[src/hdl/rtc_cal_defs.svh]
`ifndef RTC_CAL_DEFS_SVH
`define RTC_CAL_DEFS_SVH

// Register offsets on the byte-wide register port
`define CAL_DATE_OFS        10'h114
`define CAL_MONTH_OFS       10'h115
`define CAL_YEAR_OFS        10'h116
`define CLOCK_CONTROL_OFS   10'h117

// Field layout of clock_control
`define CTL_AUTO_CORR_BIT   0
`define CTL_OUT_EN_BIT      1
`define CTL_LEAP_BIT        2
`define CTL_MUST_ZERO_BIT   3
`define CTL_SOFT_RST_BIT    4
`define CTL_PM_BIT          5
`define CTL_TWENTYFOUR_HOUR_SEL_BIT        6
`define CTL_RUN_BIT         7

// Field masks of the calendar registers
`define DATE_MASK           8'h3f
`define MONTH_MASK          8'h1f

// Counter limits and soft-reset values, all BCD
`define DATE_FIRST          6'h01
`define MONTH_FIRST         5'h01
`define MONTH_LAST          5'h12
`define YEAR_FIRST          8'h00
`define YEAR_LAST           8'h99
`define FEB_DAYS_COMMON     6'h28
`define FEB_DAYS_LEAP       6'h29
`define SHORT_MONTH_DAYS    6'h30
`define LONG_MONTH_DAYS     6'h31

`endif

[src/hdl/rtc_cal_pkg.sv]
`default_nettype none

package rtc_cal_pkg;
  typedef logic [7:0] bcd_year_t;
  typedef logic [4:0] bcd_month_t;
  typedef logic [5:0] bcd_date_t;
  typedef logic [7:0] reg_byte_t;
endpackage

`default_nettype wire

[src/hdl/rtc_calendar_date_year_control.sv]
// Local design decision: the plain strobed port.
`timescale 1ns/1ns
`default_nettype none
`include "rtc_cal_defs.svh"

// Notes on behaviour
// - Date is two BCD digits, 01 to 31, low 0-9, high 0-3.
// - Date steps once on each day carry from the hour counter.
// - Date follows real month lengths, leap February, years 2000 to 2099.
// - Month is BCD 01 to 12, four-bit low digit, one-bit high digit.
// - Month steps on the date's end-of-month carry.
// - Year is BCD 00 to 99; the century is fixed at 20.
// - Year steps on the month's end-of-year carry.
// - Bit 0 picks automatic correction; change only while not busy.
// - Bit 1 enables the clock output pin; change only while stopped.
// - Read-only bit 2 is one for year 00 or multiples of four.
// - Writing one to bit 4 soft-resets; software then writes it back to zero.
// - Soft reset clears run, mode, p.m., correction; sets leap; keeps bits 1, 3, 4.
// - After soft reset year is 00, leap is one, date and month 01.
// - Bit 5 is zero for a.m., one for p.m., used in 12-hour mode.
// - In 12-hour counting p.m. toggles on the 11:59:59 rollover.
// - Bit 6 selects 12-hour or 24-hour counting; change only while stopped.
// - Bit 7 zero stops the counters, one runs them.
// - The busy flag is one while calendar data or p.m. bit update.
module rtc_calendar_date_year_control
(
  input  wire logic       core_clk,
  input  wire logic       srst,
  input  wire logic [9:0] reg_addr,
  input  wire logic [7:0] reg_wdata,
  input  wire logic       reg_wr,
  input  wire logic       reg_rd,
  output logic      [7:0] reg_rdata,
  input  wire logic       write_protect_release,
  input  wire logic       day_carry,
  input  wire logic       half_day_rollover,
  input  wire logic       clock_source,
  output logic            run_count,
  output logic            twentyfour_hour_sel,
  output logic            afternoon_flag,
  output logic            auto_correct_enable,
  output logic            calendar_soft_reset,
  output logic            update_busy_flag,
  output logic            year_carry,
  output logic            clock_output_pin
);

  rtc_cal_pkg::bcd_date_t  date_value;
  rtc_cal_pkg::bcd_month_t month_value;
  rtc_cal_pkg::bcd_year_t  year_value;
  rtc_cal_pkg::bcd_date_t  last_day;
  logic                    date_carry;
  logic                    month_carry;
  logic                    year_wrap;
  logic                    leap;
  logic                    run_q;
  logic                    twentyfour_hour_sel_q;
  logic                    pm_q;
  logic                    aadj_q;
  logic                    out_en_q;
  logic                    zero_bit_q;
  logic                    soft_q;
  logic                    next_run;
  logic                    next_twentyfour_hour_sel;
  logic                    next_pm;
  logic                    next_aadj;
  logic                    next_out_en;
  logic                    next_zero_bit;
  logic                    next_soft;
  logic                    wr_date;
  logic                    wr_month;
  logic                    wr_year;
  logic                    wr_ctl;
  logic                    day_step;
  logic                    pm_toggle;
  rtc_cal_pkg::reg_byte_t  ctl_view;
  rtc_cal_pkg::reg_byte_t  next_rdata;

  // Protection is enforced here too, so a stray write cannot corrupt the date
  assign wr_date   = reg_wr && write_protect_release && (reg_addr == `CAL_DATE_OFS);
  assign wr_month  = reg_wr && write_protect_release && (reg_addr == `CAL_MONTH_OFS);
  assign wr_year   = reg_wr && write_protect_release && (reg_addr == `CAL_YEAR_OFS);
  assign wr_ctl    = reg_wr && (reg_addr == `CLOCK_CONTROL_OFS);
  assign day_step  = run_q && day_carry;
  assign pm_toggle = run_q && !twentyfour_hour_sel_q && half_day_rollover;

  // Year 00 counts as leap since 2000 is one
  assign leap = year_value[4] ? (year_value[3:0] == 4'h2 || year_value[3:0] == 4'h6)
                              : (year_value[3:0] == 4'h0 || year_value[3:0] == 4'h4 ||
                                 year_value[3:0] == 4'h8);

  month_days u_month_days
  (
    .month    (month_value),
    .leap     (leap),
    .last_day (last_day)
  );

  bcd_wrap_counter
  #(
    .WIDTH      (6),
    .INIT_VALUE (`DATE_FIRST)
  )
  u_date
  (
    .core_clk    (core_clk),
    .srst        (srst),
    .soft_clear  (soft_q),
    .load        (wr_date),
    .load_value  (reg_wdata[5:0]),
    .step        (day_step),
    .first_value (`DATE_FIRST),
    .last_value  (last_day),
    .value       (date_value),
    .carry       (date_carry)
  );

  bcd_wrap_counter
  #(
    .WIDTH      (5),
    .INIT_VALUE (`MONTH_FIRST)
  )
  u_month
  (
    .core_clk    (core_clk),
    .srst        (srst),
    .soft_clear  (soft_q),
    .load        (wr_month),
    .load_value  (reg_wdata[4:0]),
    .step        (date_carry),
    .first_value (`MONTH_FIRST),
    .last_value  (`MONTH_LAST),
    .value       (month_value),
    .carry       (month_carry)
  );

  bcd_wrap_counter
  #(
    .WIDTH      (8),
    .INIT_VALUE (`YEAR_FIRST)
  )
  u_year
  (
    .core_clk    (core_clk),
    .srst        (srst),
    .soft_clear  (soft_q),
    .load        (wr_year),
    .load_value  (reg_wdata),
    .step        (month_carry),
    .first_value (`YEAR_FIRST),
    .last_value  (`YEAR_LAST),
    .value       (year_value),
    .carry       (year_wrap)
  );

  // Control register; soft reset acts on the edge after the bit is stored
  always_comb
  begin
    next_run      = run_q;
    next_twentyfour_hour_sel     = twentyfour_hour_sel_q;
    next_pm       = pm_q;
    next_aadj     = aadj_q;
    next_out_en   = out_en_q;
    next_zero_bit = zero_bit_q;
    next_soft     = soft_q;
    if (wr_ctl)
    begin
      next_run      = reg_wdata[`CTL_RUN_BIT];
      next_twentyfour_hour_sel     = reg_wdata[`CTL_TWENTYFOUR_HOUR_SEL_BIT];
      next_aadj     = reg_wdata[`CTL_AUTO_CORR_BIT];
      next_out_en   = reg_wdata[`CTL_OUT_EN_BIT];
      next_zero_bit = reg_wdata[`CTL_MUST_ZERO_BIT];
      next_soft     = reg_wdata[`CTL_SOFT_RST_BIT];
      if (write_protect_release)
        next_pm = reg_wdata[`CTL_PM_BIT];
    end
    if (pm_toggle)
      next_pm = !pm_q;
    // Held in reset while the bit stays set; output enable and bits 3, 4 survive
    if (soft_q)
    begin
      next_run  = 1'b0;
      next_twentyfour_hour_sel = 1'b0;
      next_pm   = 1'b0;
      next_aadj = 1'b0;
    end
  end

  always_ff @(posedge core_clk)
  begin
    if (srst)
    begin
      run_q      <= 1'b0;
      twentyfour_hour_sel_q     <= 1'b0;
      pm_q       <= 1'b0;
      aadj_q     <= 1'b0;
      out_en_q   <= 1'b0;
      zero_bit_q <= 1'b0;
      soft_q     <= 1'b0;
    end
    else
    begin
      run_q      <= next_run;
      twentyfour_hour_sel_q     <= next_twentyfour_hour_sel;
      pm_q       <= next_pm;
      aadj_q     <= next_aadj;
      out_en_q   <= next_out_en;
      zero_bit_q <= next_zero_bit;
      soft_q     <= next_soft;
    end
  end

  always_comb
  begin
    ctl_view = 8'h00;
    ctl_view[`CTL_RUN_BIT]       = run_q;
    ctl_view[`CTL_TWENTYFOUR_HOUR_SEL_BIT]      = twentyfour_hour_sel_q;
    ctl_view[`CTL_PM_BIT]        = pm_q;
    ctl_view[`CTL_SOFT_RST_BIT]  = soft_q;
    ctl_view[`CTL_MUST_ZERO_BIT] = zero_bit_q;
    ctl_view[`CTL_LEAP_BIT]      = leap;
    ctl_view[`CTL_OUT_EN_BIT]    = out_en_q;
    ctl_view[`CTL_AUTO_CORR_BIT] = aadj_q;
    next_rdata = 8'h00;
    if (reg_rd)
    begin
      case (reg_addr)
        `CAL_DATE_OFS:      next_rdata = {2'b00, date_value} & `DATE_MASK;
        `CAL_MONTH_OFS:     next_rdata = {3'b000, month_value} & `MONTH_MASK;
        `CAL_YEAR_OFS:      next_rdata = year_value;
        `CLOCK_CONTROL_OFS: next_rdata = ctl_view;
        default:            next_rdata = 8'h00;
      endcase
    end
  end

  // Outputs registered; busy marks the cycle right after a running day step or p.m. toggle, not a register load
  always_ff @(posedge core_clk)
  begin
    if (srst)
    begin
      reg_rdata           <= 8'h00;
      update_busy_flag    <= 1'b0;
      year_carry          <= 1'b0;
      clock_output_pin    <= 1'b0;
      run_count           <= 1'b0;
      twentyfour_hour_sel <= 1'b0;
      afternoon_flag      <= 1'b0;
      auto_correct_enable <= 1'b0;
      calendar_soft_reset <= 1'b0;
    end
    else
    begin
      reg_rdata           <= next_rdata;
      update_busy_flag    <= day_step || pm_toggle;
      year_carry          <= year_wrap;
      clock_output_pin    <= out_en_q && clock_source;
      run_count           <= next_run;
      twentyfour_hour_sel <= next_twentyfour_hour_sel;
      afternoon_flag      <= next_pm;
      auto_correct_enable <= next_aadj;
      calendar_soft_reset <= next_soft;
    end
  end

endmodule
`default_nettype wire

[src/hdl/month_days.sv]
`timescale 1ns/1ns
`default_nettype none
`include "rtc_cal_defs.svh"

module month_days
(
  input  wire logic [4:0] month,
  input  wire logic       leap,
  output logic      [5:0] last_day
);

  always_comb
  begin
    case (month)
      5'h02:   last_day = leap ? `FEB_DAYS_LEAP : `FEB_DAYS_COMMON;
      5'h04,
      5'h06,
      5'h09,
      5'h11:   last_day = `SHORT_MONTH_DAYS;
      default: last_day = `LONG_MONTH_DAYS;
    endcase
  end

endmodule
`default_nettype wire

[src/hdl/bcd_wrap_counter.sv]
`timescale 1ns/1ns
`default_nettype none

// Two-digit BCD counter with a low digit of four bits and a high digit of WIDTH-4 bits
module bcd_wrap_counter
#(
  parameter int              WIDTH      = 8,
  parameter logic [WIDTH-1:0] INIT_VALUE = '0
)
(
  input  wire logic             core_clk,
  input  wire logic             srst,
  input  wire logic             soft_clear,
  input  wire logic             load,
  input  wire logic [WIDTH-1:0] load_value,
  input  wire logic             step,
  input  wire logic [WIDTH-1:0] first_value,
  input  wire logic [WIDTH-1:0] last_value,
  output logic      [WIDTH-1:0] value,
  output logic                  carry
);

  logic [WIDTH-1:0] next_value;
  logic [WIDTH-1:0] bumped;

  assign carry = step && (value == last_value);

  always_comb
  begin
    if (value[3:0] == 4'h9)
      bumped = {value[WIDTH-1:4] + 1'b1, 4'h0};
    else
      bumped = value + 1'b1;
    next_value = value;
    if (soft_clear)
      next_value = INIT_VALUE;
    else if (load)
      next_value = load_value;
    else if (step)
      next_value = (value == last_value) ? first_value : bumped;
  end

  always_ff @(posedge core_clk)
  begin
    if (srst)
      value <= INIT_VALUE;
    else
      value <= next_value;
  end

endmodule
`default_nettype wire

[config.mk]
export PLATFORM = sky130hd
export DESIGN_NAME = rtc_calendar_date_year_control
export DESIGN_NICKNAME = d
export VERILOG_FILES = /design/src/hdl/rtc_cal_pkg.sv /design/src/hdl/rtc_calendar_date_year_control.sv /design/src/hdl/month_days.sv /design/src/hdl/bcd_wrap_counter.sv
export VERILOG_INCLUDE_DIRS = /design/src /design/src/hdl
export SDC_FILE = /design/constraint.sdc
export NUM_CORES = 1
export LEC_CHECK = 0
export BUFFER_PORTS_ARGS = -buffer_cell sky130_fd_sc_hd__buf_4
export CORE_ASPECT_RATIO = 0.6
export CORE_MARGIN = 3
export CORE_UTILIZATION = 30
export CTS_CLUSTER_SIZE = 8
export DETAILED_ROUTE_END_ITERATION = 6
export GPL_TIMING_DRIVEN = 0
export PLACE_DENSITY = 0.6
export SYNTH_ARGS = -nofsm -noshare
export SYNTH_HDL_FRONTEND = slang
export SYNTH_SLANG_ARGS = --single-unit
[constraint.sdc]
create_clock -name core_clk -period 3.9 [get_ports core_clk]
set_clock_uncertainty 0.05 [all_clocks]
set_input_delay 0.195 -clock core_clk [delete_from_list [all_inputs] [get_ports core_clk]]
set_output_delay 0.195 -clock core_clk [all_outputs]
set_load 0.05 [all_outputs]
==> summary.txt, run 1 <==
Timing
  • Final min period: 2429 ps
  • Fmax: 0.4116 GHz
  • Setup Viol. Count Final: 0
  • Pins over their slew limit: 0
  • Period utilisation layout: 0.6229
  • Hold Vio Cnt, Final: 0
  • Slew of the pin with the lowest slew margin: 649.4 ps
  • RSZ-0062 raised after global routing: no
  • Setup TNS Final: 0 ps
  • Slew margin rel.: 0.5671
  • PnR worst setup slack: 1471 ps

Global route
  • Total congestion overflow: 0
  • Initial antenna violation count: 0
  • Pin count of the biggest net entering global routing: 12
  • Global-route wire length before repair: 13,310 um
  • Vias in the first global route: 2,400
  • Total track usage: 0.1700

Layout
  • Fill cell count: between 800 and 900
  • Multi-input combinational cell area: ~1800 um^2
  • Post-layout net count: roughly 390
  • Final Instance Area: 3253 um^2
  • Area delta synth->final: 22.64%
  • Register Area: 740.7 um^2
  • Ant diodes: 0
  • Share of cells above drive strength 1: 0.2361

Critical path
  • Endpoint class of the critical path: flop
  • WP buf/inv: 1
  • Setup crit start kind: flop
  • Slowest cell on crit path: dfxtp_1
  • R2R setup slack: about 1500 ps
  • Req. time, crit path: 4020 ps
  • Worst Path Arrival: ~2600 ps
  • Reg2reg start: u_year.value[4]
  • CP top delay family: compound AO/OA/AOI/OAI gates
  • CP max stage delay: 490 ps
  • Worst-path maximum fanout: 10
  • Crit path from: u_year.value[4]
  • Critical path, cell by cell: buf_2 -> nand3b_1 -> a211oi_4 -> nor4_2 -> o31ai_4 -> o2111ai_1 -> a221o_1
  • Crit Path Class: flop to flop

Yosys
  • Asr flop ratio synth: 0
  • XOR/XNOR Fraction of Synth Area: 0.02311
  • Sequential area share after synthesis: 0.2792
  • Simple-gate share of the synthesized area: 0.2995
  • Syn nets: 343
  • Synth area leaders: dfxtp_1, mux2i_1, nor2_1
  • Main combinational cell family by area after synthesis: simple AND/OR/NAND/NOR gates
  • Number of enable flip-flop cells after synthesis: 0
  • Top-area cell type share of the netlist area: 0.2792
  • Post-synth top cells: dfxtp_1, nor2_1, nand2_1, o21ai_0, a21oi_1
  • Post-Synth Adder-Cell Area: 0.01887
  • Top FF cell, synth: dfxtp_1
  • Distinct cell type count after synthesis: 70
  • Mux contribution to synthesized area: 0.07972
  • Largest area contributor in the netlist: dfxtp_1
  • Yosys warnings: 0
  • Count leader, synth: dfxtp_1
  • Syn Area/Cell: 8.475 um^2
  • Synth Instances: around 310
  • Seq cells post-synth: 37
  • Synth Area in Compound Gates: 0.2415
  • Cell area after synthesis: approximately 2700 um^2

Clock network
  • CTS tree: done
  • Postcts setup bufs: 0
  • Clock latency on the worst-skew pair: 290 ps
  • Cts bufs inserted: 5
  • CTS-repair resized insts: 0
  • Clk buf depth: 2
  • Post-CTS Hold Buffers: 0
  • CTS Root Cell: clkbuf_16
  • # H-tree levels: 2
  • Clock sink count: 37
  • Clk slew on worst S/H paths: 60 ps

Power
  • Leak: 0.001221 uW
  • Maximum vdd drop: 0.0001316 V
  • PwrDens: between 200 and 300 nW/um^2

Drt
  • Drt wl/cell: 17.60 um
  • DR vias: 2,646
  • Post-route ant nets: 0
  • DRC violations left: 0
  • Drt first pass iters: 5
  • DRT Wirelength: 8239 um
  • Initial DRC Count: 283
  • Vias per inst: 5.654

Min path
  • Min-delay src: clock_source
  • Worst hold path class: primary input to flop

Placed design
  • Setup WS pre-CTS: 1512 ps
  • I/O Buffers: 39
  • Area after DPL: 3080 um^2
  • DPL Wire Length: 6244 um
  • RePlAce Congestion: 0.8930

Floorplan
  • Die area: 10,040 um^2
  • Core area: 8227 um^2
  • Chip width: 127.4 um
  • Io pins: 42
  • Die Span Y: 78.84 um
  • Initial Util: 0.3224
  • Num rows: 25

Run status
  • Status: finished, final reports clean

Flow run
  • Max-cap violations: 0
==> area by class of cell <==
class,count,share of cell area
buffer,21,0.03462
tap,108,0.04154
inverter,11,0.01269
multi-input combinational,244,0.5404
clock inverter,1,0.009231
timing repair buffer,39,0.09000
sequential,37,0.2277
clock buffer,7,0.04385
==> kinds of logic after synthesis <==
family                     count (synthesis)
and+or+nand+nor                          131
muxes                                     16
DFF                                       37
xor gates and xnor gates                   7
adders and majority gates                  4
buffers and inverters                     32
AOI/OAI and AO/OA                         86
==> power breakdown <==
group	total (uW)	internal [uW]	switching, uW
registers	378	378	0.115
clock network	484	320	164
logic	52.3	23.7	28.6
==> worst paths after layout <==
path                                         end  cells after the start
worst max-delay path             u_date.value[0]                      7
worst min-delay path            clock_output_pin                      3
worst min register to register  clock_output_pin                      2
worst max register to register   u_date.value[0]                      7
==> worst min-delay path, delay by kind of cell <==
kind | cells | cell delay, ps
simple gates | 2 | 110
buf+inv | 1 | 80
==> per-stage QoR <==
step           utilization  power (uW)  hold WS (ps)  cells
2_1_floorplan            -       406.3         265.6    313
3_3_place_gp        0.3744       437.6         370.2    460
3_5_place_dp        0.3744       438.0         379.3    460
4_1_cts             0.3954       924.2         80.68    468
5_1_grt             0.3954       947.4         102.9    468
6_report            0.3954       914.4         79.44    468
==> flip-flops by register name, summed over array words and instances, names as in the netlist <==
name                 flops
twentyfour_hour_sel      1
u_month.value            5
reg_rdata                8
out_en_q                 1
calendar_soft_reset      1
afternoon_flag           1
u_date.value             6
update_busy_flag         1
zero_bit_q               1
clock_output_pin         1
run_count                1
auto_correct_enable      1
year_carry               1
u_year.value             8
==> cells in the final DEF (no fill, tap or decap), drive strengths merged, types with 8 or more instances in the layout <==
master / n
buf: 51
dfxtp: 37
nor2: 32
nand2: 28
o21ai: 23
a21oi: 16
clkbuf: 16
nand3: 15
a31oi: 14
mux2i: 11
inv: 11
nand3b: 9
nor2b: 8
==> routing by layer <==
layer  vias up  share of wire  wire length [um]  track usage
met2       126           0.38              3137       0.2204
li1       1251              -                 -            -
met3        12          0.086               710      0.04503
met5         -              0                 0            0
met1      1257           0.52              4279       0.2660
met4         0          0.013               111      0.04818
Note: power is estimated with default switching activity, not from simulation.
==> inputs of run 2 (changes only) <==
--- a/config.mk
+++ b/config.mk
@@ -13,7 +13,7 @@
 export CTS_CLUSTER_SIZE = 8
 export DETAILED_ROUTE_END_ITERATION = 6
 export GPL_TIMING_DRIVEN = 0
-export PLACE_DENSITY = 0.6
+export PLACE_DENSITY = 0.61
 export SYNTH_ARGS = -nofsm -noshare
 export SYNTH_HDL_FRONTEND = slang
 export SYNTH_SLANG_ARGS = --single-unit
==> constraint.sdc (replaced) <==
create_clock -name core_clk -period 2.05 [get_ports core_clk]
set_clock_uncertainty 0.05 [all_clocks]
set_input_delay 0.1025 -clock core_clk [delete_from_list [all_inputs] [get_ports core_clk]]
set_output_delay 0.1025 -clock core_clk [all_outputs]
set_load 0.05 [all_outputs]
==> summary.txt, run 2 (synthesis gave the netlist of run 1 again) <==
Floorplan
  • Initial Util: 0.3224
  • Num rows: 25
  • Die area: 10,040 um^2
  • Io pins: 42
  • Chip width: 127.4 um
  • Core area: 8227 um^2
  • Die Span Y: between 70 and 80 um

Placed design
  • DPL Wire Length: approximately 6400 um
  • Post-Place Cells: between 400 and 500
  • I/O Buffers: 39
  • Setup WS pre-CTS: -364.8 ps
  • Area after DPL: just over 3000 um^2
  • RePlAce Congestion: 0.9114

Layout
  • Final Instance Area: 3635 um^2
  • Multi-input combinational cell area: 1902 um^2
  • Share of cells above drive strength 1: 0.3782
  • Most frequent cells in the layout: buf_4, nand2_1, nor2_1, dfxtp_1, o21ai_0
  • Biggest regs: reg_rdata: 8 flops, u_year.value: 8 flops, u_date.value: 6 flops
  • Register Area: 762.0 um^2
  • Fill cell count: approximately 800
  • Ant diodes: 0
  • Post-layout net count: just over 400
  • Post-Layout Cell Count: just under 500
  • Most common cell after layout, fill and taps aside: buf_4
  • Area delta synth->final: 37.03%

Power
  • P_sw: 372.7 uW
  • Reg power frac: 0.442
  • Maximum vdd drop: 0.0002570 V
  • Clock Power Share: 0.496
  • PwrDens: 445.2 nW/um^2
  • Internal power: 1246 uW
  • Comb power frac: 0.062
  • Sw Ratio: 0.2303
  • Leak: between 0.001 and 0.0015 uW

Global route
  • Vias in the first global route: 2,623
  • Global-route wire length before repair: ~14,000 um
  • Pin count of the biggest net entering global routing: 13
  • GRT busiest layer: met1
  • Total track usage: 0.1780
  • Initial antenna violation count: 0
  • Met3 Resource Use GR: 0.04637
  • Met1 Use GR: 0.2588
  • Total congestion overflow: 0
  • GR Util met2: 0.2587

Drt
  • Initial DRC Count: 244
  • Vias per inst: 5.658
  • Drt wl/cell: ~18 um
  • Post-route ant nets: 0
  • DR vias: between 2,000 and 3,000
  • DRC violations left: 0
  • Drt first pass iters: 4
  • DRT Wirelength: 9033 um

Critical path
  • Req. time, crit path: 2200 ps
  • Cell count of the worst reg-to-reg path: 7
  • Critical path, cell by cell: buf_6 -> or4b_4 -> nor4b_4 -> o21bai_4 -> nor3b_2 -> a221oi_1 -> a21oi_1
  • Crit path from: u_month.value[3]
  • Setup crit start kind: flop
  • Endpoint class of the critical path: flop
  • R2r endpoint: u_month.value[1]
  • R2R setup slack: -190 ps
  • Crit Path Class: flop to flop
  • Reg2reg start: u_month.value[3]
  • Slowest cell on crit path: or4b_4
  • CP max stage delay: 510 ps
  • Worst-path maximum fanout: 8
  • Worst Path Arrival: 2390 ps

Timing
  • Fmax: 0.4465 GHz
  • Pins over their slew limit: 0
  • Setup Viol. Count Final: 15
  • Hold Vio Cnt, Final: 0
  • Worst hold slack: around 14 ps
  • RSZ-0062 raised after global routing: yes
  • Final min period: 2240 ps
  • Slew margin rel.: 0.5713
  • Period utilisation layout: 1.093
  • Slew of the pin with the lowest slew margin: 643.0 ps
  • PnR worst setup slack: -189.9 ps

Min path
  • Hold Path End: run_count
  • Hold Path Stages: 3
  • Worst hold path class: primary input to flop
  • Min-delay src: reg_wdata[7]

Clock network
  • CTS tree: done
  • Clock sink count: 37
  • Clock latency on the worst-skew pair: 290 ps
  • CTS Root Cell: clkbuf_16
  • Clk buf depth: 2
  • Clk slew on worst S/H paths: 60 ps
  • Cts bufs inserted: 5
  • # H-tree levels: 2

Flow run
  • Max-cap violations: 0

Run status
  • Status: complete, but fails checks
  • Failing checks: negative setup slack
-- run 2: worst max path at each step --
stage | end
after global routing | u_month.value[1]
after detailed placement | u_date.value[0]
after floorplan | u_date.value[0]
after global placement | u_date.value[0]
after CTS | u_date.value[2]
final | u_month.value[1]
-- run 2: per-stage QoR --
stage / util / TNS, ps / total power, uW
3_5_place_dp: 0.3746 / -3457 / 832.1
5_1_grt: 0.4418 / -2878 / 1678
2_1_floorplan: - / 0 / 773.0
3_3_place_gp: 0.3746 / -2672 / 831.6
4_1_cts: 0.4213 / -755.5 / 1631
6_report: 0.4418 / -1658 / 1618
-- run 2: per-layer routing --
metal,vias up,wire length [um]
met4,0,102
met5,-,0
met2,130,3811
met1,1357,4415
met3,12,703
li1,1296,-
-- run 2: layout make-up --
cell class                      instances  area share
Buffer                                 18     0.03339
Clock buffer                            6     0.03821
Clock inverter                          2    0.003787
Inverter                               11     0.01136
Multi-Input combinational cell        244      0.5232
Sequential cell                        37      0.2096
Tap cell                              108     0.03718
Timing Repair Buffer                   68      0.1432
-- run 2: power groups by stage --
stage	clock, uW	sequential [uW]	combinational, uW
after global routing	855	715	108
final	803	715	100
after CTS	813	718	99.5
after floorplan	0	735	37.6
after detailed placement	0	735	96.8
after global placement	0	735	96.3
-- run 2: what timing repair did --
action,in CTS,in global routing
hold buffers,1,0
endpoints found under the hold margin,1,0
pin swaps,23,27
gates resized for setup,36,19
setup buffers,14,14
endpoints found under the setup margin,20,19
-- run 2: critical path: cells and delay by family (launching register included) --
| family | cells | cell delay (ps) |
|---|---|---|
| buffers and inverters | 1 | 120 |
| DFF | 1 | 320 |
| AOI/OAI and AO/OA | 3 | 490 |
| and+or+nand+nor | 3 | 1190 |
==> inputs of run 3 (changes only) <==
--- a/config.mk
+++ b/config.mk
@@ -10,6 +10,7 @@
 export CORE_ASPECT_RATIO = 0.6
 export CORE_MARGIN = 3
 export CORE_UTILIZATION = 30
+export CTS_BUF_LIST = sky130_fd_sc_hd__clkbuf_16
 export CTS_CLUSTER_SIZE = 8
 export DETAILED_ROUTE_END_ITERATION = 6
 export GPL_TIMING_DRIVEN = 0
==> summary.txt, run 3 (synthesis gave the netlist of run 1 again) <==
Layout
  • Biggest regs: reg_rdata: 8 flops, u_year.value: 8 flops, u_date.value: 6 flops
  • Most frequent cells in the layout: buf_4, nor2_1, nand2_1, dfxtp_1, o21ai_0
  • Fill cell count: 816
  • Most common cell after layout, fill and taps aside: buf_4
  • Ant diodes: 0
  • Area delta synth->final: 36.27%
  • Share of cells above drive strength 1: 0.3714
  • Post-layout net count: 414
  • Post-Layout Cell Count: 493

Critical path
  • Critical path, cell by cell: buf_6 -> or4b_4 -> nor4b_4 -> o21bai_4 -> nor3b_2 -> a221oi_1 -> a21oi_1
  • WP buf/inv: 1
  • CP max stage delay: 510 ps
  • CP top delay family: simple AND/OR/NAND/NOR gates
  • Endpoint class of the critical path: flop
  • Slowest cell on crit path: or4b_4
  • Crit Path Class: flop to flop
  • Worst Path Arrival: 2370 ps
  • Worst-path maximum fanout: 8
  • Req. time, crit path: 2210 ps
  • Setup crit start kind: flop

Drt
  • Post-route ant nets: 0
  • Top Layer Used: met4
  • DRT Wirelength: 9020 um
  • Initial DRC Count: 223
  • DR vias: 2,798
  • Wire length on met2: approximately 3800 um
  • Metal3 WL: 760 um
  • Vias per inst: 5.675
  • DRT met1 WL: roughly 4400 um
  • DRC violations left: 0
  • Drt first pass iters: 5
  • Drt wl/cell: 18.30 um

Run status
  • Status: complete, but fails checks
  • Failing checks: negative setup slack

Global route
  • Total congestion overflow: 0
  • Pin count of the biggest net entering global routing: 13
  • Initial antenna violation count: 0
  • Global-route wire length before repair: 13,950 um
  • Total track usage: 0.1771
  • Vias in the first global route: approximately 2,600

Power
  • PwrDens: 438.0 nW/um^2
  • Leak: 0.001373 uW
  • Maximum vdd drop: 0.0002562 V

Timing
  • Pins over their slew limit: 0
  • Period utilisation layout: 1.079
  • RSZ-0062 raised after global routing: yes
  • Slew margin rel.: 0.5614
  • PnR worst setup slack: -161.5 ps
  • Setup Viol. Count Final: 15
  • Final min period: 2211 ps
  • Hold Vio Cnt, Final: 0
  • Fmax: 0.4522 GHz
  • Slew of the pin with the lowest slew margin: 657.8 ps
  • Worst hold slack: 16.81 ps

Clock network
  • CTS Root Cell: clkbuf_16
  • Clk slew on worst S/H paths: 60 ps
  • Clock latency on the worst-skew pair: 280 ps
  • Clock sink count: 37
  • # H-tree levels: 2
  • Cts bufs inserted: 5
  • Clk buf depth: 2
  • CTS tree: done

Placed design
  • I/O Buffers: 39
  • Post-Place Cells: 460
  • DPL Wire Length: 6436 um
  • RePlAce Congestion: roughly 0.91

Floorplan
  • Core area: 8227 um^2
  • Num rows: 25
  • Die Span Y: approximately 79 um
  • Initial Util: 0.3224
  • Die area: 10,040 um^2
  • Io pins: 42
  • Chip width: 127.4 um

Min path
  • Worst hold path class: primary input to flop

Flow run
  • Max-cap violations: 0
-- run 3: power by group --
group / internal (uW) / leakage, uW / total (uW) / switching [uW]
logic: 46.7 / 0.000999 / 101 / 53.9
clock network: 447 / 0.0000712 / 768 / 321
registers: 715 / 0.000302 / 715 / 0.259
-- run 3: routing by layer --
layer,GRT usage,vias to the layer above
met3,0.04906,12
met4,0.04711,0
li1,-,1301
met1,0.2559,1353
met2,0.2571,132
met5,0,-
-- run 3: worst register-to-register path, cell delays in order, from the launching register on --
cell	delay, ps
dfxtp_2	320
buf_6	120
or4b_4	510
nor4b_4	410
o21bai_4	170
nor3b_2	250
a221oi_1	130
a21oi_1	180
-- run 3: stage by stage --
stage                       util  area, um^2  setup TNS [ps]  total power [uW]  worst slack (ps)
final                     0.4394        3615           -1455              1583            -161.5
after detailed placement  0.3746        3082           -3457             832.1            -364.8
after global routing      0.4394        3615           -2867              1637            -273.3
after CTS                 0.4201        3456          -757.7              1592            -101.3
after floorplan                -        2654               0             773.0             20.15
after global placement    0.3746        3082           -2672             831.6            -357.6
-- run 3: final timing paths --
check,start,to,slack (ps),cells past startpoint
min,reg_wdata[7],run_count,20,3
max,u_month.value[3],u_month.value[1],-160,7
max reg2reg,u_month.value[3],u_month.value[1],-160,7
min reg2reg,out_en_q,clock_output_pin,430,2
-- run 3: repair_timing --
item	CTS	global route
setup endpoints to repair	20	19
buffers inserted	14	13
pin swaps	23	27
hold endpoints to repair	1	0
gates resized for setup	36	18
hold buffers	1	0
-- run 3: cell type report --
cell class	instances	area [um^2]	area share
Clock buffer	5	125.1	0.03461
Buffer	18	121.4	0.03358
Multi-Input combinational cell	244	1899	0.5254
Tap cell	108	135.1	0.03738
Inverter	11	41.29	0.01142
Sequential cell	37	762.0	0.2108
Clock inverter	3	17.52	0.004846
Timing Repair Buffer	67	513.0	0.1419
